<file path="config.mk">
export PLATFORM = sky130hd
export DESIGN_NAME = line_state_status_reg
export DESIGN_NICKNAME = d
export VERILOG_FILES = /design/src/line_state_pkg.sv /design/src/symbol_pair_counter.sv /design/src/line_state_status_reg.sv
export SDC_FILE = /design/constraint.sdc
export NUM_CORES = 1
export LEC_CHECK = 0
export ABC_AREA = 1
export ABC_CLOCK_PERIOD_IN_PS = 1900
export BUFFER_PORTS_ARGS = -buffer_cell sky130_fd_sc_hd__buf_2
export CAP_MARGIN = 20
export CORE_ASPECT_RATIO = 1.75
export CORE_MARGIN = 1.5
export CORE_UTILIZATION = 35
export CTS_CLUSTER_SIZE = 16
export DETAILED_ROUTE_END_ITERATION = 10
export GPL_TIMING_DRIVEN = 1
export RECOVER_POWER = 25
export SLEW_MARGIN = 20
export SYNTH_ARGS = -nofsm -noshare
export SYNTH_HDL_FRONTEND = slang
export SYNTH_HIERARCHICAL = 1
export SYNTH_SLANG_ARGS = --single-unit
</file>
<file path="constraint.sdc">
create_clock -name pclk -period 1.9 [get_ports pclk]
set_input_delay 0.475 -clock pclk [delete_from_list [all_inputs] [get_ports pclk]]
set_output_delay 0.475 -clock pclk [all_outputs]
set_load 0.005 [all_outputs]
</file>
<file path="src/line_state_pkg.sv">
package line_state_pkg;

	// register byte addresses
	localparam logic [7:0] line_state_status_addr = 8'h10;
	localparam logic [7:0] event_status_addr = 8'h20;
	localparam logic [7:0] event_mask_addr = 8'h24;

	// line state status field positions
	localparam int signal_lost_bit = 10;
	localparam int prev_field_lsb = 8;
	localparam int cur_field_lsb = 5;
	localparam logic [15:0] line_state_status_reset = 16'h0000;

	// current line condition codes
	localparam logic [2:0] code_noise = 3'h0;
	localparam logic [2:0] code_active = 3'h1;
	localparam logic [2:0] code_undefined = 3'h2;
	localparam logic [2:0] code_short_idle = 3'h3;
	localparam logic [2:0] code_quiet = 3'h4;
	localparam logic [2:0] code_master = 3'h5;
	localparam logic [2:0] code_halt = 3'h6;
	localparam logic [2:0] code_long_idle = 3'h7;

	// previous line condition codes
	localparam logic [1:0] prev_quiet = 2'h0;
	localparam logic [1:0] prev_master = 2'h1;
	localparam logic [1:0] prev_halt = 2'h2;
	localparam logic [1:0] prev_long_idle = 2'h3;

	// symbol pair counts (count is pairs seen minus one)
	localparam logic [2:0] pairs_full = 3'h7;
	localparam logic [2:0] pairs_short_idle = 3'h1;

	// event status bits
	localparam int ev_line_change = 0;
	localparam int ev_prev_update = 1;
	localparam int ev_signal_lost = 2;
	localparam int ev_signal_back = 3;
	localparam int ev_width = 4;

endpackage : line_state_pkg

</file>
<file path="src/symbol_pair_counter.sv">
`timescale 1ns/1ps
`default_nettype none

// counts consecutive like symbol pairs, saturating at the top
module symbol_pair_counter #(
	parameter int CNT_W = 3,
	parameter int KIND_W = 3
) (
	input wire logic pclk,
	input wire logic presetn,
	input wire logic pair_valid,
	input wire logic [KIND_W-1:0] pair_kind,
	output logic [KIND_W-1:0] run_kind,
	output logic [CNT_W-1:0] run_count,
	output logic run_update
);

	initial begin
		if (CNT_W < 3 || KIND_W < 3) begin
			$error("symbol_pair_counter: widths below 3 cannot hold the codes");
		end
	end

	////////////////////////////////////////////////////////////////////////
	// a new kind restarts the run; saturation keeps a long run stable
	always_ff @(posedge pclk or negedge presetn) begin
		if (!presetn) begin
			run_kind <= '0;
			run_count <= '0;
		end else if (pair_valid) begin
			if (pair_kind != run_kind) begin
				run_kind <= pair_kind;
				run_count <= '0;
			end else if (run_count != {CNT_W{1'b1}}) begin
				run_count <= run_count + 1'b1;
			end
		end
	end

	// flags that run_kind and run_count were just refreshed
	always_ff @(posedge pclk or negedge presetn) begin
		if (!presetn) begin
			run_update <= 1'b0;
		end else begin
			run_update <= pair_valid;
		end
	end

endmodule : symbol_pair_counter

`default_nettype wire

</file>
<file path="src/line_state_status_reg.sv">
// Function
// - the read-only line state status register sits at address 0x10.
// - bit 10 reads as the inverse of the signal present input.
// - bits 9:8 capture the state left when leaving quiet, master, halt or long idle.
// - leaving any other line state leaves bits 9:8 unchanged.
// - bits 9:8 code quiet 00, master 01, halt 10, long idle 11.
// - long idle is reached only after 16 idle symbols.
// - bits 7:5 hold the most recently recognised line state.
// - noise codes as 000 and active as 001 in bits 7:5.
// - other codes are 010 undefined, 011 short idle, 100 quiet, 101 master, 110 halt, 111 long idle.
// - a state is recognised after eight like symbol pairs, short idle after two idle pairs.
//
// The APB interface to the registers is this design's own decision.
`timescale 1ns/1ps
`default_nettype none

module line_state_status_reg #(
	parameter int CNT_W = 3
) (
	input wire logic pclk,
	input wire logic presetn,
	input wire logic psel,
	input wire logic penable,
	input wire logic pwrite,
	input wire logic [7:0] paddr,
	input wire logic [31:0] pwdata,
	input wire logic [3:0] pstrb,
	output logic [31:0] prdata,
	output logic pready,
	output logic pslverr,
	input wire logic signal_present_input,
	input wire logic pair_valid,
	input wire logic [2:0] pair_class,
	output logic irq
);

	initial begin
		if (CNT_W != 3) begin
			$error("line_state_status_reg: pair counter must be 3 bits");
		end
	end

	// one-hot states of the line condition machine
	typedef enum logic [6:0] {
		st_noise = 7'b0000001,
		st_active = 7'b0000010,
		st_short_idle = 7'b0000100,
		st_quiet = 7'b0001000,
		st_master = 7'b0010000,
		st_halt = 7'b0100000,
		st_long_idle = 7'b1000000
	} line_condition_e;

	line_condition_e line_condition_machine;
	line_condition_e next_line_condition;
	logic [2:0] current_line_condition;
	logic [2:0] next_code;
	logic [1:0] previous_line_condition;
	logic signal_meta;
	logic signal_sync;
	logic signal_sync_d;
	logic signal_lost;
	logic [2:0] run_kind;
	logic [2:0] run_count;
	logic run_update;
	logic state_change;
	logic leave_sticky;
	logic [line_state_pkg::ev_width-1:0] event_status;
	logic [line_state_pkg::ev_width-1:0] event_mask;
	logic [line_state_pkg::ev_width-1:0] event_set;
	logic setup_phase;
	logic write_take;
	logic mapped;
	logic [15:0] line_state_word;

	////////////////////////////////////////////////////////////////////////
	// pin synchroniser; only the second stage feeds logic
	always_ff @(posedge pclk or negedge presetn) begin
		if (!presetn) begin
			signal_meta <= 1'b0;
			signal_sync <= 1'b0;
		end else begin
			signal_meta <= signal_present_input;
			signal_sync <= signal_meta;
		end
	end

	// delayed copy for edge events
	always_ff @(posedge pclk or negedge presetn) begin
		if (!presetn) begin
			signal_sync_d <= 1'b0;
		end else begin
			signal_sync_d <= signal_sync;
		end
	end

	always_ff @(posedge pclk or negedge presetn) begin
		if (!presetn) begin
			signal_lost <= 1'b1;
		end else begin
			signal_lost <= ~signal_sync;
		end
	end

	////////////////////////////////////////////////////////////////////////
	// consecutive like pair counting
	symbol_pair_counter #(
		.CNT_W(CNT_W),
		.KIND_W(3)
	) pair_counter (
		.pclk(pclk),
		.presetn(presetn),
		.pair_valid(pair_valid),
		.pair_kind(pair_class),
		.run_kind(run_kind),
		.run_count(run_count),
		.run_update(run_update)
	);

	////////////////////////////////////////////////////////////////////////
	// recognition of a new line state from the current run
	always_comb begin
		next_line_condition = line_condition_machine;
		if (run_update) begin
			// eight like pairs, two for short idle
			if (run_count == line_state_pkg::pairs_full) begin
				unique case (run_kind)
					line_state_pkg::code_noise: next_line_condition = st_noise;
					line_state_pkg::code_active: next_line_condition = st_active;
					// eight idle pairs are sixteen idle symbols
					line_state_pkg::code_short_idle: next_line_condition = st_long_idle;
					line_state_pkg::code_quiet: next_line_condition = st_quiet;
					line_state_pkg::code_master: next_line_condition = st_master;
					line_state_pkg::code_halt: next_line_condition = st_halt;
					default: next_line_condition = line_condition_machine;
				endcase
			end else if (run_kind == line_state_pkg::code_short_idle
					&& run_count >= line_state_pkg::pairs_short_idle
					&& line_condition_machine != st_long_idle) begin
				next_line_condition = st_short_idle;
			end
		end
	end

	always_comb begin
		unique case (next_line_condition)
			st_noise: next_code = line_state_pkg::code_noise;
			st_active: next_code = line_state_pkg::code_active;
			st_short_idle: next_code = line_state_pkg::code_short_idle;
			st_quiet: next_code = line_state_pkg::code_quiet;
			st_master: next_code = line_state_pkg::code_master;
			st_halt: next_code = line_state_pkg::code_halt;
			st_long_idle: next_code = line_state_pkg::code_long_idle;
			default: next_code = line_state_pkg::code_undefined;
		endcase
	end

	assign state_change = (next_line_condition != line_condition_machine);

	// sticky origins are the four states with a previous code
	assign leave_sticky = (line_condition_machine == st_quiet)
		|| (line_condition_machine == st_master)
		|| (line_condition_machine == st_halt)
		|| (line_condition_machine == st_long_idle);

	always_ff @(posedge pclk or negedge presetn) begin
		if (!presetn) begin
			line_condition_machine <= st_noise;
			current_line_condition <= line_state_pkg::code_noise;
		end else begin
			line_condition_machine <= next_line_condition;
			current_line_condition <= next_code;
		end
	end

	// low two code bits give the previous code
	always_ff @(posedge pclk or negedge presetn) begin
		if (!presetn) begin
			previous_line_condition <= line_state_pkg::prev_quiet;
		end else if (state_change && leave_sticky) begin
			previous_line_condition <= current_line_condition[1:0];
		end
	end

	////////////////////////////////////////////////////////////////////////
	// reserved bits zero
	always_comb begin
		line_state_word = line_state_pkg::line_state_status_reset;
		line_state_word[line_state_pkg::signal_lost_bit] = signal_lost;
		line_state_word[line_state_pkg::prev_field_lsb +: 2] = previous_line_condition;
		line_state_word[line_state_pkg::cur_field_lsb +: 3] = current_line_condition;
	end

	// apb decode; the answer is prepared in the setup cycle
	assign setup_phase = psel && !penable;
	assign mapped = (paddr == line_state_pkg::line_state_status_addr)
		|| (paddr == line_state_pkg::event_status_addr)
		|| (paddr == line_state_pkg::event_mask_addr);
	assign write_take = psel && penable && pready && pwrite && pstrb[0];

	// zero wait state: pready rises for the single access cycle
	always_ff @(posedge pclk or negedge presetn) begin
		if (!presetn) begin
			pready <= 1'b0;
			pslverr <= 1'b0;
		end else begin
			pready <= setup_phase;
			// status word is read-only, writes to it fail
			pslverr <= setup_phase && (!mapped
				|| (pwrite && paddr == line_state_pkg::line_state_status_addr));
		end
	end

	// read data is a plain copy, nothing clears on read
	always_ff @(posedge pclk or negedge presetn) begin
		if (!presetn) begin
			prdata <= '0;
		end else if (setup_phase && !pwrite) begin
			unique case (paddr)
				line_state_pkg::line_state_status_addr: prdata <= {16'h0000, line_state_word};
				line_state_pkg::event_status_addr: prdata <= {28'h0000000, event_status};
				line_state_pkg::event_mask_addr: prdata <= {28'h0000000, event_mask};
				default: prdata <= '0;
			endcase
		end
	end

	////////////////////////////////////////////////////////////////////////
	// interrupt mask, written by software
	always_ff @(posedge pclk or negedge presetn) begin
		if (!presetn) begin
			event_mask <= '0;
		end else if (write_take && paddr == line_state_pkg::event_mask_addr) begin
			event_mask <= pwdata[line_state_pkg::ev_width-1:0];
		end
	end

	// events raised by the line machine and the signal pin
	always_comb begin
		event_set = '0;
		event_set[line_state_pkg::ev_line_change] = state_change;
		event_set[line_state_pkg::ev_prev_update] = state_change && leave_sticky;
		event_set[line_state_pkg::ev_signal_lost] = signal_sync_d && !signal_sync;
		event_set[line_state_pkg::ev_signal_back] = !signal_sync_d && signal_sync;
	end

	// write one to clear; a set in the same cycle wins
	always_ff @(posedge pclk or negedge presetn) begin
		if (!presetn) begin
			event_status <= '0;
		end else if (write_take && paddr == line_state_pkg::event_status_addr) begin
			event_status <= (event_status & ~pwdata[line_state_pkg::ev_width-1:0]) | event_set;
		end else begin
			event_status <= event_status | event_set;
		end
	end

	// level interrupt, one cycle behind the status bits
	always_ff @(posedge pclk or negedge presetn) begin
		if (!presetn) begin
			irq <= 1'b0;
		end else begin
			irq <= |(event_status & event_mask);
		end
	end

endmodule : line_state_status_reg

`default_nettype wire

</file>
==> impl_metrics.toml <==
[cts]
hold_buffers = 0
cts.sinks = 44
cts_buffers = 5
clk_path_buf_depth = 2
insertion_delay_ns = 0.29
clock_tree.htree_level_count = 2
cts_tree = "built"
clockRootBuffer = "clkbuf_16"
clk_pin_slew_ns = 0.07

[power]
clock_power_share_pct = 40.0
p_sw_w = 0.0007175
ir_worst_vdd_v = 0.0003498
p_leak_nw = 1.846
switching_share_pct = 28.48
intPower_w = 0.001802
pwr_density_cell_nw_per_um2 = 753.9
p_seq_share_pct = 41.7
p_comb_share_pct = 18.3

[critical_path]
critPathLaunchType = "flop"
crit_fanout = 6
worstSetupEndpointType = "flop"
ff2ff_path_depth = 14
crit_arrival_ns = 2.04
worstPathRequired_ns = 2.09
path_class = "reg2reg"

[yosys]
seq_area_frac_synth_pct = 41.02
synth.distinct_cells = 33
synthAdderAreaFrac_pct = 0.9302
synth_compound_area_share_pct = 5.907
synth_top_area_share_pct = 39.07
synth_xor_xnor_area_share_pct = 0.6512
yosys_warnings = 6
netlist_instances = 354
synth_area_leaders = "dfrtp_1, nand2_1, buf_4"
syn_area_per_cell_um2 = 7.599
yosys.area_share.simple_pct = 36.79
syn-cell-area_um2 = 2690
synth.mux.area_fraction_pct = 0
synth_top_family_by_area = "simple AND/OR/NAND/NOR gates"
synth_seq_cells = 44
synth_top_cell_by_area = "dfrtp_1"

[cells_and_area]
fin_cells = 507
fin_util_pct = 44.47
areaGrowthSynthToFinish_pct = 24.23
drive_gt1_share_pct = 33.17
nets = 474
diodes = 0

[global_route]
grt_max_degree = 45
grt_usage_pct = 14.65
grt_pass1_vias = 2280
antenna_found_initial = 0
gr-total-overflow = 0
grt_pass1_wl_um = 9763

[timing]
worst_slew_pin_slew_ns = 1.077
period_needed_ns = 1.855
finalHoldViolCount = 0
fin_worst_skew_ns = 0.007378
timing.fmax_mhz = 539.2
rsz0062_at_grt = "yes"
fin_setup_tns_ns = 0
fin_crit_sh_pct = 97.62
finalSetupViolCount = 0
maxSlewViolCount = 0
relSlewSlack_pct = 28.18

[worst_hold_path]
hold_path_class = "in2reg"
holdPathStages = 1

[detailed_routing]
ant_nets = 0
wl_per_cell_um = 11.72
first_pass_iters = 4
drc_errors = 0
drt_wl_total_um = 5940
drt_iter0_drc = 94
vias_per_cell = 4.613
vias = 2339

[die]
row_count = 42
die_h_um = 119.0
core_um2 = 7515
die_w_um = 69.27
die_area_um2 = 8241
initial_core_util_pct = 35.80
io-pin-count = 89

[place]
port_buffers = 35
gp_congestion = 0.8577
dp_cells = 484
hpwlAfterDp_um = 4424

[run]
maxCapViolCount = 0

[outcome]
status = "completed"
-- metrics by stage --
stage	power (W)	worst slack (ns)	instance area [um2]	hold slack, ns
2_1_floorplan	0.001356	0.2618	2769	0.1794
3_3_place_gp	0.001430	0.07727	2945	0.3378
3_5_place_dp	0.001443	0.04364	2945	0.3370
4_1_cts	0.002461	0.02170	3117	0.2802
5_1_grt	0.002643	-0.04856	3342	0.2884
6_report	0.002519	0.04527	3342	0.2900
-- final timing paths --
kind	startpoint	endpoint	slack, ns
max in group asynchronous	presetn	pair_counter/run_update	0.71
max reg2reg	line_condition_machine[0]	current_line_condition[1]	0.05
min reg2reg	signal_meta	signal_sync	0.35
min	signal_present_input	signal_meta	0.29
max	line_condition_machine[0]	current_line_condition[1]	0.05
min in group asynchronous	presetn	event_mask[3]	0.46
-- critical path: stages, from the launching register on --
cell,delay (ns)
dfstp_2,0.59
inv_4,0.06
nand2_4,0.08
nor2_4,0.04
nand2_4,0.08
nand3_4,0.11
buf_6,0.17
nand2_4,0.09
nand2_4,0.06
nor2_4,0.16
nand3_1,0.10
nand2_1,0.08
nor2_2,0.04
nand2_1,0.05
nand2_1,0.04
-- cells in the mapped netlist --
cell type,count
nand2_1,107
dfrtp_1,42
inv_1,37
nand3_1,25
buf_4,22
nor2_1,18
inv_2,15
o21ai_0,14
nand2_2,13
nand4_1,10
nor2_2,6
a21oi_1,5
nor2_4,5
a32o_1,4
nor3_1,4
nand3_2,3
nand3_4,3
clkinv_1,2
dfstp_2,2
ha_1,2
nor4_2,2
o21ai_1,2
a31oi_1,1
buf_8,1
clkbuf_1,1
clkinv_2,1
conb_1,1
nand2_4,1
nand4_2,1
o21a_1,1
or2_1,1
xnor2_1,1
xor2_1,1
-- cells by family (layout without fill, tap and decap cells) --
group / after synthesis / after routing
AOI/OAI and AO/OA: 27 / 27
xor gates and xnor gates: 2 / 2
adders and majority gates: 2 / 2
buffers and inverters: 79 / 123
DFF: 44 / 44
other: 1 / 22
and+or+nand+nor: 199 / 199
-- layer usage --
metal / wire, um / GRT usage, %
met1: 2092 / 13.72
met2: 3387 / 28.97
met3: 223 / 3.046
met4: 236 / 7.108
met5: 0 / 0
-- power by group through the flow --
stage / clock (W) / combinational, W / sequential, W
detailed placement: 0 / 0.000378 / 0.00107
global placement: 0 / 0.000367 / 0.00106
floorplan: 0 / 0.000303 / 0.00105
global route: 0.00107 / 0.000522 / 0.00106
CTS: 0.00103 / 0.000380 / 0.00105
finish: 0.00101 / 0.000462 / 0.00105
-- state kept, by name, indices dropped and copies added (netlist names) --
register,count
event_status,4
signal_lost,1
pair_counter/run_count,3
prdata,10
pair_counter/run_kind,3
previous_line_condition,2
line_condition_machine,7
current_line_condition,3
pready,1
signal_sync,1
irq,1
pslverr,1
signal_sync_d,1
signal_meta,1
event_mask,4
pair_counter/run_update,1
-- layout by cell type, fill, tap and decap left out, drive strengths merged --
cell type    n
clkinvlp     1
clkbuf       7
nand4       11
inv         53
o21a         1
o21ai       16
buf         58
a31oi        1
or2          1
nor2        29
a21oi        5
nor4         2
nor3         4
xnor2        1
dfrtp       42
xor2         1
nand2      121
clkinv       3
bufinv       1
a32o         4
dfstp        2
nand3       31
conb        22
ha           2
-- timing repair --
action                     in CTS  in global routing
setup endpoints to repair       0                  7
buffers inserted                0                 15
resized for setup               0                 34
-- area by class of cell --
cell class	count	area (um2)
Clock inverter	3	46.29
Sequential cell	44	1110
Inverter	55	210.2
Timing Repair Buffer	60	366.6
Clock buffer	5	125.1
Tap cell	88	110.1
Fill cell	777	4173
Multi-Input combinational cell	252	1374
No activity file was read; power rests on OpenSTA's default activity.
